[src/hw/mmie_pkg.sv]
// shared constants and types for the two-wire bus engine
package mmie_pkg;
   localparam int unsigned CLK_HZ         = 20_000_000;
   localparam int unsigned MIN_DIV        = 20;       // bit rate never above clk/20
   localparam logic [5:0]  FREQ_RST       = 6'h00;
   localparam logic [7:0]  OWN_ADDR_RST   = 8'h00;
   localparam int unsigned SYNC_STAGES    = 2;

   // control bits from software
   typedef struct packed {
      logic       enable;     // module enable
      logic       master;     // 1 requests master mode, 0 -> 1 starts, 1 -> 0 stops
      logic       transmit;   // unused by the engine; bit 0 of the address byte sets direction
      logic       no_ack;     // 1 leaves sda high in ninth clock of received data bytes; a matching slave address is always acked
      logic       rep_start;  // pulse: repeated start while master
   } mmie_ctrl_t;

   // status bits back to software
   typedef struct packed {
      logic       busy;       // bus busy
      logic       is_master;
      logic       addressed;  // own calling address seen
      logic       slave_rd;   // addressed slave must transmit
      logic       arb_lost;
      logic       rx_ack_n;   // ack bit seen in last ninth clock as master (1 = none)
      logic       byte_done;
   } mmie_stat_t;

   typedef enum logic [7:0] {
      ST_IDLE  = 8'h01,
      ST_START = 8'h02,
      ST_BIT   = 8'h04,
      ST_ACK   = 8'h08,
      ST_WAIT  = 8'h10,
      ST_RSTA  = 8'h20,
      ST_STOP  = 8'h40,
      ST_SLAVE = 8'h80
   } mmie_state_t;
endpackage

[src/hw/mmie_sync.sv]
// two-stage synchroniser for one bus line
`timescale 1ns/1ns
module mmie_sync (
   input  wire logic clk,
   input  wire logic srst,
   input  wire logic ce,
   input  wire logic din,
   output logic      dout
);
   import mmie_pkg::*;
   logic meta_q;
   logic meta_d;
   logic dout_d;

   // lines idle high after reset
   always_comb begin
      meta_d = din;
      dout_d = meta_q;
   end

   always_ff @(posedge clk) begin
      if (srst) begin
         meta_q <= 1'b1;
         dout   <= 1'b1;
      end else if (ce) begin
         meta_q <= meta_d;
         dout   <= dout_d;
      end
   end
endmodule

[src/hw/mmie_divider.sv]
// bit clock divider: decodes the 64 rate settings into a quarter period
`timescale 1ns/1ns
module mmie_divider (
   input  wire logic       clk,
   input  wire logic       srst,
   input  wire logic       ce,
   input  wire logic [5:0] freq_sel,
   output logic [10:0]     quarter
);
   import mmie_pkg::*;
   logic [10:0] quarter_d;
   logic [12:0] div;       // largest setting divides by more than 8000

   // divider = tap step times tap index plus base, never under clk/20
   always_comb begin
      div = 13'(MIN_DIV) + ({7'h00, freq_sel} << freq_sel[5:3]);
      quarter_d = div[12:2] + 11'h001;
   end

   always_ff @(posedge clk) begin
      if (srst) quarter <= 11'(MIN_DIV / 4 + 1);
      else if (ce) quarter <= quarter_d;
   end
endmodule

[src/hw/mmie_core.sv]
// multi-master two-wire bus engine: master and addressed slave
`timescale 1ns/1ns
module mmie_core (
   input  wire logic              clk,
   input  wire logic              srst,
   input  wire logic              ce,
   input  wire mmie_pkg::mmie_ctrl_t ctrl,
   input  wire logic [7:0]        own_address_register,
   input  wire logic [5:0]        freq_sel,
   input  wire logic [7:0]        tx_data,
   input  wire logic              tx_load,
   input  wire logic              flag_clr,
   output mmie_pkg::mmie_stat_t   stat,
   output logic [7:0]             rx_data,
   output logic                   irq_event,
   input  wire logic              scl_i,
   output logic                   scl_o,
   output logic                   scl_oe,
   input  wire logic              sda_i,
   output logic                   sda_o,
   output logic                   sda_oe
);
   import mmie_pkg::*;

   logic        scl_s;
   logic        sda_s;
   logic        scl_p_q;
   logic        sda_p_q;
   logic [10:0] quarter;
   logic        start_det;
   logic        stop_det;
   logic        scl_rise;
   logic        scl_fall;

   mmie_state_t st_q, st_d;
   logic [10:0] cnt_q, cnt_d;
   logic [1:0]  ph_q, ph_d;       // quarter phase within a bit
   logic [3:0]  bit_q, bit_d;     // 0..7 data, 8 then 9 for the slave ack clock (master ack stays at 7 in ST_ACK)
   logic [7:0]  sh_q, sh_d;
   logic        first_q, first_d; // address byte in progress
   logic        dir_rd_q, dir_rd_d;
   logic        drv_sda_q, drv_sda_d;  // 1 pulls sda low
   logic        drv_scl_q, drv_scl_d;  // 1 pulls scl low
   logic        mreq_q;
   logic        busy_q, busy_d;
   logic        mast_q, mast_d;
   logic        adr_q, adr_d;
   logic        srd_q, srd_d;
   logic        arb_q, arb_d;
   logic        nack_q, nack_d;
   logic        done_q, done_d;
   logic        sl_act_q, sl_act_d;  // slave phase: 0 address, 1 data
   logic        sl_on_q, sl_on_d;    // slave tracking a transfer
   logic [7:0]  rx_q, rx_d;
   logic        irq_q, irq_d;

   mmie_sync u_scl_sync (.clk(clk), .srst(srst), .ce(ce), .din(scl_i),
                         .dout(scl_s));
   mmie_sync u_sda_sync (.clk(clk), .srst(srst), .ce(ce), .din(sda_i),
                         .dout(sda_s));
   mmie_divider u_div (.clk(clk), .srst(srst), .ce(ce),
                       .freq_sel(freq_sel), .quarter(quarter));

   // condition and edge detection on synchronised lines
   always_comb begin
      start_det = scl_s && scl_p_q && sda_p_q && !sda_s;
      stop_det  = scl_s && scl_p_q && !sda_p_q && sda_s;
      scl_rise  = scl_s && !scl_p_q;
      scl_fall  = !scl_s && scl_p_q;
   end

   // engine next-state logic
   always_comb begin
      st_d = st_q; cnt_d = cnt_q; ph_d = ph_q; bit_d = bit_q;
      sh_d = sh_q; first_d = first_q; dir_rd_d = dir_rd_q;
      drv_sda_d = drv_sda_q; drv_scl_d = drv_scl_q;
      busy_d = busy_q; mast_d = mast_q; adr_d = adr_q; srd_d = srd_q;
      arb_d = arb_q; nack_d = nack_q; done_d = done_q;
      sl_act_d = sl_act_q; sl_on_d = sl_on_q; rx_d = rx_q; irq_d = 1'b0;

      if (flag_clr) begin
         arb_d = 1'b0; done_d = 1'b0; adr_d = 1'b0;
      end
      if (tx_load) sh_d = tx_data;

      // bus busy follows any start and stop
      if (start_det) busy_d = 1'b1;
      else if (stop_det) busy_d = 1'b0;

      unique case (st_q)
         ST_IDLE: begin
            drv_sda_d = 1'b0; drv_scl_d = 1'b0; mast_d = 1'b0;
            if (ctrl.enable && ctrl.master && !mreq_q && !busy_q
                && scl_s && sda_s) begin
               st_d = ST_START; cnt_d = quarter; mast_d = 1'b1;
               drv_sda_d = 1'b1;
               first_d = 1'b1; bit_d = 4'h0; ph_d = 2'd0;
            end else if (ctrl.enable && start_det) begin
               st_d = ST_SLAVE; sl_on_d = 1'b1; sl_act_d = 1'b0;
               bit_d = 4'h0;
            end
         end
         ST_START, ST_RSTA: begin
            // restart waits until the released scl is really seen high
            if (st_q == ST_RSTA && ph_q == 2'd2 && !scl_s)
               cnt_d = quarter;
            else if (cnt_q > 11'h001) cnt_d = cnt_q - 11'h001;
            else if (st_q == ST_RSTA && ph_q != 2'd3) begin
               // repeated start: release sda, raise scl, then pull sda
               ph_d = ph_q + 2'd1; cnt_d = quarter;
               if (ph_q == 2'd0) drv_sda_d = 1'b0;
               if (ph_q == 2'd1) drv_scl_d = 1'b0;
               if (ph_q == 2'd2) drv_sda_d = 1'b1;
            end else begin
               drv_scl_d = 1'b1; st_d = ST_BIT; ph_d = 2'd0;
               cnt_d = quarter; bit_d = 4'h0; first_d = 1'b1;
            end
         end
         ST_BIT, ST_ACK: begin
            // four quarters per bit: set sda, release scl, sample, pull scl
            if (ph_q == 2'd2 && !scl_s) begin
               cnt_d = quarter;
            end else if (cnt_q > 11'h001) begin
               cnt_d = cnt_q - 11'h001;
            end else begin
               cnt_d = quarter; ph_d = ph_q + 2'd1;
               unique case (ph_q)
                  2'd0: begin
                     if (st_q == ST_BIT)
                        drv_sda_d = (first_q || !dir_rd_q) ? !sh_q[7]
                                                           : 1'b0;
                     else
                        drv_sda_d = (!first_q && dir_rd_q) ? !ctrl.no_ack
                                                           : 1'b0;
                  end
                  2'd1: drv_scl_d = 1'b0;
                  2'd2: begin
                     if (st_q == ST_BIT) begin
                        sh_d = {sh_q[6:0], sda_s};
                        // driving one but seeing zero loses
                        if (!drv_sda_q && !sda_s &&
                            (first_q || !dir_rd_q)) begin
                           arb_d = 1'b1; irq_d = 1'b1;
                           drv_sda_d = 1'b0; drv_scl_d = 1'b0;
                           mast_d = 1'b0; st_d = ST_SLAVE;
                           sl_on_d = 1'b1;
                           sl_act_d = !first_q;
                           bit_d = bit_q + 4'h1;
                        end
                     end else begin
                        nack_d = sda_s;
                     end
                  end
                  2'd3: begin
                     drv_scl_d = 1'b1;
                     if (st_q == ST_BIT && bit_q == 4'h7) begin
                        st_d = ST_ACK; drv_sda_d = 1'b0;
                     end else if (st_q == ST_BIT) begin
                        bit_d = bit_q + 4'h1;
                     end else begin
                        drv_sda_d = 1'b0;
                        if (first_q) dir_rd_d = sh_q[0];
                        rx_d = sh_q; done_d = 1'b1; irq_d = 1'b1;
                        st_d = ST_WAIT;
                     end
                  end
                  default: ;
               endcase
            end
         end
         ST_WAIT: begin
            // hold scl low until software loads data or ends; acked read bytes go on at once
            if (first_q) dir_rd_d = rx_q[0];
            if (!ctrl.master) begin
               st_d = ST_STOP; ph_d = 2'd0; cnt_d = quarter;
               drv_sda_d = 1'b1;
            end else if (ctrl.rep_start) begin
               st_d = ST_RSTA; ph_d = 2'd0; cnt_d = quarter;
            end else if (tx_load ||
                         (!first_q && dir_rd_q && !nack_q)) begin
               first_d = 1'b0; st_d = ST_BIT; bit_d = 4'h0;
               ph_d = 2'd0; cnt_d = quarter;
               if (tx_load) sh_d = tx_data;
            end
         end
         ST_STOP: begin
            // sda rises only once scl is seen high again
            if (ph_q == 2'd1 && !scl_s) cnt_d = quarter;
            else if (cnt_q > 11'h001) cnt_d = cnt_q - 11'h001;
            else begin
               cnt_d = quarter; ph_d = ph_q + 2'd1;
               if (ph_q == 2'd0) drv_scl_d = 1'b0;
               if (ph_q == 2'd1) drv_sda_d = 1'b0;
               if (ph_q == 2'd2) begin
                  st_d = ST_IDLE; mast_d = 1'b0;
               end
            end
         end
         ST_SLAVE: begin
            drv_scl_d = 1'b0;
            if (stop_det || !ctrl.enable) begin
               st_d = ST_IDLE; drv_sda_d = 1'b0; sl_on_d = 1'b0;
               srd_d = 1'b0;
            end else if (start_det) begin
               bit_d = 4'h0; sl_act_d = 1'b0; drv_sda_d = 1'b0;
               sl_on_d = 1'b1;
            end else if (sl_on_q && scl_rise && bit_q < 4'h8) begin
               sh_d = {sh_q[6:0], sda_s};
               bit_d = bit_q + 4'h1;
            end else if (sl_on_q && scl_rise) begin
               if (srd_q && sl_act_q && sda_s)
                  sl_on_d = 1'b0;
               bit_d = 4'h9;
            end else if (sl_on_q && scl_fall && bit_q == 4'h8) begin
               drv_sda_d = 1'b0;
               if (!sl_act_q) begin
                  // address byte compare, own address never sent
                  if (sh_q[7:1] == own_address_register[7:1]) begin
                     drv_sda_d = 1'b1; adr_d = 1'b1; irq_d = 1'b1;
                     srd_d = sh_q[0];
                  end else sl_on_d = 1'b0;
               end else if (!srd_q) begin
                  drv_sda_d = !ctrl.no_ack;
                  rx_d = sh_q; done_d = 1'b1; irq_d = 1'b1;
               end else begin
                  done_d = 1'b1; irq_d = 1'b1;
               end
            end else if (sl_on_q && scl_fall && bit_q == 4'h9) begin
               sl_act_d = 1'b1; bit_d = 4'h0;
               drv_sda_d = srd_q ? !tx_data[7] : 1'b0;
               sh_d = tx_data;
            end else if (sl_on_q && scl_fall && srd_q && sl_act_q
                         && bit_q < 4'h8) begin
               drv_sda_d = !sh_q[7];
            end
         end
         default: st_d = ST_IDLE;
      endcase

      if (!ctrl.enable) begin
         st_d = ST_IDLE; drv_sda_d = 1'b0; drv_scl_d = 1'b0;
         mast_d = 1'b0; sl_on_d = 1'b0;
      end
      // hardware set wins over software clear
      if (irq_d && arb_d) arb_d = 1'b1;
   end

   // state registers
   always_ff @(posedge clk) begin
      if (srst) begin
         st_q      <= ST_IDLE;
         cnt_q     <= 11'h000;
         ph_q      <= 2'd0;
         bit_q     <= 4'h0;
         sh_q      <= 8'h00;
         first_q   <= 1'b0;
         dir_rd_q  <= 1'b0;
         drv_sda_q <= 1'b0;
         drv_scl_q <= 1'b0;
         mreq_q    <= 1'b0;
         busy_q    <= 1'b0;
         mast_q    <= 1'b0;
         adr_q     <= 1'b0;
         srd_q     <= 1'b0;
         arb_q     <= 1'b0;
         nack_q    <= 1'b1;
         done_q    <= 1'b0;
         sl_act_q  <= 1'b0;
         sl_on_q   <= 1'b0;
         rx_q      <= 8'h00;
         irq_q     <= 1'b0;
         // lines idle high, so no false edge follows reset
         scl_p_q   <= 1'b1;
         sda_p_q   <= 1'b1;
      end else if (ce) begin
         st_q      <= st_d;
         cnt_q     <= cnt_d;
         ph_q      <= ph_d;
         bit_q     <= bit_d;
         sh_q      <= sh_d;
         first_q   <= first_d;
         dir_rd_q  <= dir_rd_d;
         drv_sda_q <= drv_sda_d;
         drv_scl_q <= drv_scl_d;
         mreq_q    <= ctrl.master;
         busy_q    <= busy_d;
         mast_q    <= mast_d;
         adr_q     <= adr_d;
         srd_q     <= srd_d;
         arb_q     <= arb_d;
         nack_q    <= nack_d;
         done_q    <= done_d;
         sl_act_q  <= sl_act_d;
         sl_on_q   <= sl_on_d;
         rx_q      <= rx_d;
         irq_q     <= irq_d;
         scl_p_q   <= scl_s;
         sda_p_q   <= sda_s;
      end
   end

   // open-drain pins and status
   always_comb begin
      sda_o  = 1'b0;
      scl_o  = 1'b0;
      sda_oe = drv_sda_q;
      scl_oe = drv_scl_q;
      rx_data = rx_q;
      irq_event = irq_q;
      stat.busy = busy_q;
      stat.is_master = mast_q;
      stat.addressed = adr_q;
      stat.slave_rd = srd_q;
      stat.arb_lost = arb_q;
      stat.rx_ack_n = nack_q;
      stat.byte_done = done_q;
   end
endmodule

[config.mk]
export PLATFORM = sky130hd
export DESIGN_NAME = mmie_core
export DESIGN_NICKNAME = d
export VERILOG_FILES = /design/src/hw/mmie_pkg.sv /design/src/hw/mmie_sync.sv /design/src/hw/mmie_divider.sv /design/src/hw/mmie_core.sv
export SDC_FILE = /design/constraint.sdc
export NUM_CORES = 1
export LEC_CHECK = 0
export ABC_AREA = 1
export BUFFER_PORTS_ARGS = -buffer_cell sky130_fd_sc_hd__clkbuf_2
export CAP_MARGIN = 20
export CORE_UTILIZATION = 27
export CTS_CLUSTER_SIZE = 14
export DETAILED_ROUTE_END_ITERATION = 10
export HOLD_SLACK_MARGIN = 0.02
export PLACE_DENSITY = 0.39
export SLEW_MARGIN = 40
export SYNTH_ARGS = -nofsm -noshare
export SYNTH_HDL_FRONTEND = slang
export SYNTH_HIERARCHICAL = 1
export SYNTH_SLANG_ARGS = --single-unit
[constraint.sdc]
create_clock -name clk -period 5 [get_ports clk]
set_input_delay 0.25 -clock clk [delete_from_list [all_inputs] [get_ports clk]]
set_output_delay 0.25 -clock clk [all_outputs]
set_load 0.01 [all_outputs]
### Word-level counts from Yosys, hierarchy flattened

Index checks and enable logic that the tools add are counted.

* register bits: 73
* output and inout port bits: 20
* input port bits: 34

* $lt $le $gt $ge: 2
* mux-type cells: 243
* add/sub/neg operators: 5
* eq/ne operators: 99
* reduce and logical (&&, ||, !) cells: 79
* shifts and indexed selects: 1
* bitwise operators: 3

Operators by type and width (count)
* $mux W8: 46
* $mux W1: 139
* $mux W11: 8
* $ne A3 B3 Y1 const B: 28
* $mux W4: 20
* $ne A2 B2 Y1 const B: 30
* $pmux W11 S5: 1
* $pmux W8 S6: 1
* $reduce_and A14 Y1: 3
* $ne A5 B5 Y1 const B: 8
* $reduce_and A19 Y1: 2
* $logic_and A1 B1 Y1: 34
* $pmux W8 S2: 2
* $ne A4 B4 Y1 const B: 7
* $ne A6 B6 Y1 const B: 4
* $pmux W8 S3: 1
* $mux W2: 10
* $pmux W4 S5: 1
* $pmux W1 S3: 6
* $reduce_and A9 Y1: 2
* $reduce_and A16 Y1: 1
* $reduce_and A8 Y1: 2
* $logic_not A1 Y1: 14
* $add A5 B13 Y13 const A: 1
* other kinds (42): 61

### Longest topological paths before layout

Gate-level depths: netlist of the first run.

* depth after elaboration: 15
* gate-level depth with buffers: 17
* depth with buffers taken out: 17

### Modules after synthesis

Netlist of the first run, hierarchy kept.

Modules (own cells, without submodules)
* mmie_core: cells an instance 894, area each 5049.8 sq um, sequential area each 1161.1 sq um, times used 1
* mmie_divider: cells an instance 138, area each 913.4 sq um, sequential area each 220.2 sq um, times used 1
* mmie_sync: cells an instance 10, area each 72.6 sq um, sequential area each 40.0 sq um, times used 2

### Worst setup path after synthesis of the first run

Ideal clock, no wire load.

* path type: in2reg
* start: input port freq_sel[3]
* end: register u_div.quarter[4]
* slack: 3134 ps
* stages on the path: 14
* buffers on the path: 0
* library setup time: 113 ps
* data arrival time: 1753 ps
* cells stage by stage: inv_2 nand2_1 nand2_1 nand2_1 a21oi_1 ha_1 inv_1 nand3_2 nand2_1 nand2_1 nand2_2 xor2_1 o21ai_1 inv_1

* word-level cells in the longest chain between the ends: 3

Ends and longest elaborated chain
* start: declaration: RTL line mmie_core.sv:9 `input wire logic [5:0] freq_sel,`
* $shl A6 B3 Y13: RTL line mmie_divider.sv:16 `div = 13'(MIN_DIV) + ({7'h00, freq_sel} << freq_sel[5:3]);`
* $add A5 B13 Y13: RTL line mmie_divider.sv:16
* $add A11 B1 Y11: RTL line mmie_divider.sv:17 `quarter_d = div[12:2] + 11'h001;`
* end signal: assignment: RTL line mmie_divider.sv:21 `if (srst) quarter <= 11'(MIN_DIV / 4 + 1);`
* end signal: assignment: RTL line mmie_divider.sv:22 `else if (ce) quarter <= quarter_d;`
* end: declaration: RTL line mmie_divider.sv:8 `output logic [10:0] quarter`

Every way passes these cells.
A chain may end at the register's enable or synchronous reset.

### Worst setup path after layout of the first run

* start: register u_sda_sync.dout
* end: register ph_q[0]

* word-level cells in the longest chain between the ends: 3

Ends and longest elaborated chain
* start: declaration: RTL line mmie_sync.sv:8 `output logic dout`
* start signal: assignment: RTL line mmie_sync.sv:27 `dout <= dout_d;`
* $logic_and A1 B1 Y1: RTL line mmie_core.sv:94 `&& scl_s && sda_s) begin`
* $ne A2 B2 Y1 (no source line)
* $reduce_and A8 Y1 (no source line)
* end signal: assignment: RTL line mmie_core.sv:278 `ph_q <= ph_d;`
* end: declaration: RTL line mmie_core.sv:37 `logic [1:0] ph_q, ph_d;`

Every way passes these cells.

==> results of run 1 <==
[through the flow]
stage | setup WS [ns] | total power (uW) | utilization, % | hold WS (ns)
6_report | 2.36 | 2140 | 31.1 | 0.108
5_1_grt | 2.06 | 2300 | 31.1 | 0.139
4_1_cts | 2.35 | 2170 | 31.1 | 0.102
3_5_place_dp | 2.05 | 1430 | 29.7 | 0.446
3_3_place_gp | 2.05 | 1430 | 29.7 | 0.443
2_1_floorplan | 3.13 | 1220 | - | 0.350
[cells in the mapped netlist (all sizes together)]
library cell,count
nor2,159
clkinv,1
o21bai,2
nor3,15
o21ai,71
o211ai,9
nand3b,2
nand4,29
ha,12
a31oi,2
a211oi,2
dfxtp,73
a21o,1
nor2b,1
o2111ai,2
o22ai,2
or2,4
conb,1
buf,20
nand2,310
clkbuf,18
xor2,10
nand3,91
inv,145
o21a,2
a21oi,68
[path summary, 6_finish.rpt]
path / startpoint / end / slack (ns)
max: u_sda_sync/dout / ph_q[0] / 2.36
min: scl_i / u_scl_sync/dout_d / 0.11
max reg2reg: u_sda_sync/dout / ph_q[0] / 2.36
min reg2reg: rx_data[3] / rx_data[3] / 0.46
[where the power goes]
group	internal [uW]	switching [uW]	total, uW
sequential	638	59.9	698
combinational	222	494	715
clock	440	291	731
total	1300	845	2140
[sequential cells by signal (all words and copies together), names as in the netlist, 2 cells and up]
name	count
ph_q	2
st_q	8
rx_data	8
u_div/quarter	11
sh_q	8
cnt_q	11
bit_q	4
[area by class of cell]
class / count / area (um2) / share of cell area, %
well taps: 280 / 350 / 5.11
inverters: 146 / 551 / 8.03
clock inverters: 6 / 90.1 / 1.31
clock buffers: 10 / 229 / 3.34
multi-input cells: 796 / 3900 / 56.9
flip-flops and latches: 73 / 1460 / 21.3
repair buffers: 53 / 275 / 4.02
[per-layer routing]
metal	vias up	part of all wire, %
met1	3007	50
met4	0	1.7
li1	3406	-
met2	116	44
met5	-	0
met3	22	3.7
[cell families (layout without fill, tap and decap cells)]
group	Yosys count	after routing	synth area share (%)
XOR/XNOR	10	10	1.43
flip-flops	73	73	23.9
other	1	2	0.0614
AND/OR/NAND/NOR	611	611	45.4
AO/OA/AOI/OAI	161	161	14.4
adder cells (fa/ha/maj)	12	12	2.46
buffers and inverters	184	215	12.4
[critical path, cell delays in order, from the launching register on]
cell	delay (ns)
dfxtp_1	0.59
nand4_1	0.38
nand2_1	0.26
nand2_1	0.09
nor2_1	0.14
nand2_1	0.35
inv_2	0.37
nand3_1	0.18
nand2_1	0.09
nand2_1	0.05
nor2_1	0.09
==> reports/qor.yml, run 1 <==
detailed_routing:
  vias: 6551
  ant_nets: 0
  drtIter0Drc: 458
  vias_per_cell: 4.80
  wl_um: 22200
  route.detailed.drc: 2
  firstDrtPassIters: 8
  drt-wirelength-per-cell_um: 16.3
synthesis:
  ys_types: 43
  synth_cells: 1052
  ys_seq_area_share_pct: 23.9
  avgSynthCellArea_um2: 5.81
  syn_area_mm2: 0.00611
  synth_area_leaders: "dfxtp_1, nand2_1, nor2_1, inv_1, nand3_1"
  yosysTopAreaCell: "dfxtp_1"
  ys_ff_latch: 73
  yosysWarnings: 6
  synth_top_area_share_pct: 23.9
cells_and_area:
  area_growth_pct: 12.2
  antennaDiodeCount: 0
  fillers: 2575
  layout.cells.non_filler: 1364
  mostFrequentLayoutCell: "nand2_1"
  nNetsFinal: 1125
  drive_above_1_share_pct: 12.8
  most-common-layout-cells: "nand2_1, nor2_1, inv_1"
  design_area_mm2: 0.00685
global_routing:
  gr-usage-met1_pct: 27.7
  antenna_found_initial: 0
  grt.met2_usage_pct: 31.2
  grt_pass1_vias: 6166
  gr-usage-met3_pct: 3.24
  grt_usage_pct: 19.7
  grt.busiest_layer: "met2"
  grt_start_max_net_pins: 43
  grt_overflow: 0
  grt_pass1_wl_um: 35500
place:
  portBuffers: 49
  dp_cells: 1348
  hpwl_um: 16700
  placed_area_mm2: 0.00654
  gp_congestion: 0.851
clock_tree:
  cts-buffers-inserted: 9
  cts.sink_count: 73
  postCtsSetupBuffers: 0
  clock_latency_ns: 0.35
  cts_tree: "done"
  htree_levels: 3
  cts_resized: 0
  clockBufferDepth: 2
  cts_root_buf: "clkbuf_16"
  clk_pin_slew_ns: 0.06
  ctsHoldBuffers: 0
die:
  initial_core_util_pct: 27.7
  die_h_um: 152
  num_rows: 54
  core_area_mm2: 0.0220
  dieWidth_um: 152
  ios: 54
  fp.dieArea_mm2: 0.0232
timing:
  fin_worst_skew_ns: 0.00924
  fmax_mhz: 378
  hold_viol: 0
  slew_viol_final: 0
  slew_headroom_pct: 47.9
  rsz0062_at_grt: "no"
  period_needed_ns: 2.64
  worstMarginPinSlew_ns: 0.781
  tns_ns: 0
  finalCritPeriodShare_pct: 52.9
  setup_viol: 0
run:
  cap_violations: 0
min_path:
  holdPathStages: 3
  hold_class: "in2reg"
power_and_ir_drop:
  p_leak_uw: 0.00334
  ir_worst_vdd_v: 0.000140
  p_per_area_mw_per_mm2: 313
critical_path:
  endpoint_kind: "flip-flop"
  path_max_fanout: 13
  crit_arrival_ns: 2.94
  critPathRequiredTime_ns: 5.29
  critPathKind: "reg2reg"
  start_kind: "flip-flop"
  rr_worst_depth: 10
outcome:
  status: "finished with violations"
  failed_checks: "design-rule violations"
No activity file was read; power rests on OpenSTA's default activity.
==> run 2, diff against run 1 <==
--- a/config.mk
+++ b/config.mk
@@ -12,7 +12,7 @@
 export CTS_CLUSTER_SIZE = 14
 export DETAILED_ROUTE_END_ITERATION = 10
 export HOLD_SLACK_MARGIN = 0.02
-export PLACE_DENSITY = 0.39
+export PLACE_DENSITY = 0.41
 export SLEW_MARGIN = 40
 export SYNTH_ARGS = -nofsm -noshare
 export SYNTH_HDL_FRONTEND = slang
==> constraint.sdc (replaced) <==
create_clock -name clk -period 2.25 [get_ports clk]
set_input_delay 0.1125 -clock clk [delete_from_list [all_inputs] [get_ports clk]]
set_output_delay 0.1125 -clock clk [all_outputs]
set_load 0.01 [all_outputs]
==> run 2 against run 1 <==
Net effect: the run still ends with design-rule violations left; combinational power grew 140%; sequential power grew 120%; maximum frequency grew 25%.
==> reports/qor.yml, run 2 (synthesized netlist as in run 1, its figures left out) <==
outcome:
  status: "finished with violations"  # unchanged
  failed_checks: "design-rule violations"  # unchanged
critical_path:
  path_max_fanout: 8  # was 13
  critPathRequiredTime_ns: 2.53  # was 5.29 ns
  crit_arrival_ns: 2.41  # was 2.94 ns
  rr_worst_depth: 10  # unchanged
  endpoint_kind: "flip-flop"  # unchanged
  critPathKind: "reg2reg"  # unchanged
  start_kind: "flip-flop"  # unchanged
cells_and_area:
  most-common-layout-cells: "nand2_1, nor2_1, inv_1"  # unchanged
  top_regs: "cnt_q: 11 flops, u_div/quarter: 11 flops"  # unchanged
  drive_above_1_share_pct: 17.3  # was 12.8%
  design_area_mm2: 0.00731  # was 0.00685 mm2
  area_growth_pct: 19.6  # was 12.2%
  mostFrequentLayoutCell: "nand2_1"  # unchanged
  antennaDiodeCount: 0  # unchanged
  nNetsFinal: 1184  # was 1,125
  fillers: 2581  # was 2,575
timing:
  finalCritPeriodShare_pct: 94.3  # was 52.9%
  hold_viol: 0  # unchanged
  fin_worst_skew_ns: 0.0110  # was 0.00924 ns
  period_needed_ns: 2.12  # was 2.64 ns
  fin_ws_ns: 0.127  # was 2.36 ns
  fmax_mhz: 471  # was 378 MHz
  slew_viol_final: 0  # unchanged
  tns_ns: 0  # unchanged
  setup_viol: 0  # unchanged
  rsz0062_at_grt: "yes"  # was no
global_routing:
  grt_usage_pct: 19.5  # was 19.7%
  grt_pass1_vias: 6327  # was 6,166
  grt_start_max_net_pins: 41  # was 43
  antenna_found_initial: 0  # unchanged
  grt_overflow: 0  # unchanged
  grt_pass1_wl_um: 35100  # was 35,500 um
die:
  die_h_um: 152  # unchanged
  fp.dieArea_mm2: 0.0232  # unchanged
  core_area_mm2: 0.0220  # unchanged
  initial_core_util_pct: 27.7  # unchanged
  ios: 54  # unchanged
  dieWidth_um: 152  # unchanged
  num_rows: 54  # unchanged
power_and_ir_drop:
  p_clk_share_pct: 31.1  # was 34.1%
  p_seq_share_pct: 32.4  # was 32.6%
  p_sw_share_pct: 39.4  # about the same
  combPwrFrac_pct: 36.5  # was 33.4%
  ir_worst_vdd_v: 0.000338  # was 0.000140 V
  p_leak_uw: 0.00363  # was 0.00334 uW
  switching_power_uw: 1880  # was 845 uW
  p_total_uw: 4760  # was 2140 uW
  p_per_area_mw_per_mm2: 651  # was 313 mW/mm2
  p_int_uw: 2880  # was 1300 uW
detailed_routing:
  drt-wirelength-per-cell_um: 15.5  # was 16.3 um
  vias_per_cell: 4.71  # was 4.80
  wl_um: 22000  # was 22,200 um
  vias: 6700  # was 6,551
  ant_nets: 0  # unchanged
  firstDrtPassIters: 9  # was 8
  drtIter0Drc: 377  # was 458
  route.detailed.drc: 3  # was 2
place:
  gp_congestion: 0.888  # was 0.851
  placed_area_mm2: 0.00697  # was 0.00654 mm2
  portBuffers: 49  # unchanged
  preCtsSetupSlack_ns: 0.117  # was 2.05 ns
  hpwl_um: 17300  # was 16,700 um
clock_tree:
  cts.sink_count: 73  # unchanged
  clk_pin_slew_ns: 0.06  # about the same
  cts_root_buf: "clkbuf_16"  # unchanged
  cts-buffers-inserted: 9  # unchanged
  clock_latency_ns: 0.35  # about the same
  cts_tree: "done"  # unchanged
  clockBufferDepth: 2  # unchanged
  htree_levels: 3  # unchanged
min_path:
  hold_class: "in2reg"  # unchanged
  holdPathStages: 4  # was 3
run:
  cap_violations: 0  # unchanged
[run 2: cell types whose count changed in the layout (fill, tap and decap cells not counted), moves of 2 or more]
cell / change
nand2_2: +2
nand2_1: -2
o21ai_1: +2
dlygate4sd3_1: +2
buf_4: +56
o21ai_0: -2
[run 2: worst paths after layout]
path | startpoint | to | slack [ns]
min reg2reg | u_sda_sync/dout_d | u_sda_sync/dout_d | 0.45
max | u_sda_sync/dout | bit_q[3] | 0.13
min | flag_clr | arb_q | 0.09
max reg2reg | u_sda_sync/dout | bit_q[3] | 0.13
[run 2: power by group through the flow]
stage	logic, uW	clock network (uW)	registers [uW]
3_3_place_gp	1730	0	1570
3_5_place_dp	1730	0	1570
4_1_cts	1740	1530	1540
5_1_grt	1970	1570	1560
6_report	1730	1480	1540
2_1_floorplan	1190	0	1530
[run 2: per-stage QoR]
stage / hold slack, ns / util, % / std cells
floorplan: 0.212 / - / 1053
global placement: 0.332 / 31.7 / 1405
detailed placement: 0.343 / 31.7 / 1405
CTS: 0.0732 / 33.0 / 1422
global route: 0.113 / 33.2 / 1422
finish: 0.0852 / 33.2 / 1422
[run 2: layout make-up]
| class | count | area, um2 | share of cell area [%] |
|---|---|---|---|
| Timing Repair Buffer | 112 | 736 | 10.1 |
| Clock buffer | 10 | 229 | 3.13 |
| Multi-Input combinational cell | 796 | 3920 | 53.6 |
| Sequential cell | 73 | 1460 | 20.0 |
| Inverter | 146 | 554 | 7.58 |
| Clock inverter | 5 | 57.6 | 0.788 |
| Tap cell | 280 | 350 | 4.79 |
[run 2: metal layers]
metal / global-route usage (%) / part of all wire [%] / routed length (um) / vias to the layer above
met5: 0 / 0 / 0 / -
li1: - / - / - / 3529
met2: 31.7 / 45 / 10000 / 150
met1: 26.9 / 49 / 10800 / 3003
met3: 2.93 / 4.3 / 942 / 18
met4: 5.05 / 1.4 / 319 / 0
[run 2: critical path: stages (launching register included)]
cell and delay [ns]:
dfxtp_1 0.60, nand4_1 0.37, nand2_1 0.25, nor2_1 0.06
nor2_1 0.12, nand2_1 0.10, nor2_4 0.19, nand3_2 0.15
nand2_1 0.09, inv_1 0.04, nor2_1 0.09
[run 2: timing repair]
| action | in CTS | in global routing |
|---|---|---|
| buffers inserted | 0 | 0 |
| hold buffers | 2 | 0 |
| resized for setup | 0 | 9 |
| hold endpoints to repair | 2 | 0 |
| setup endpoints to repair | 0 | 19 |
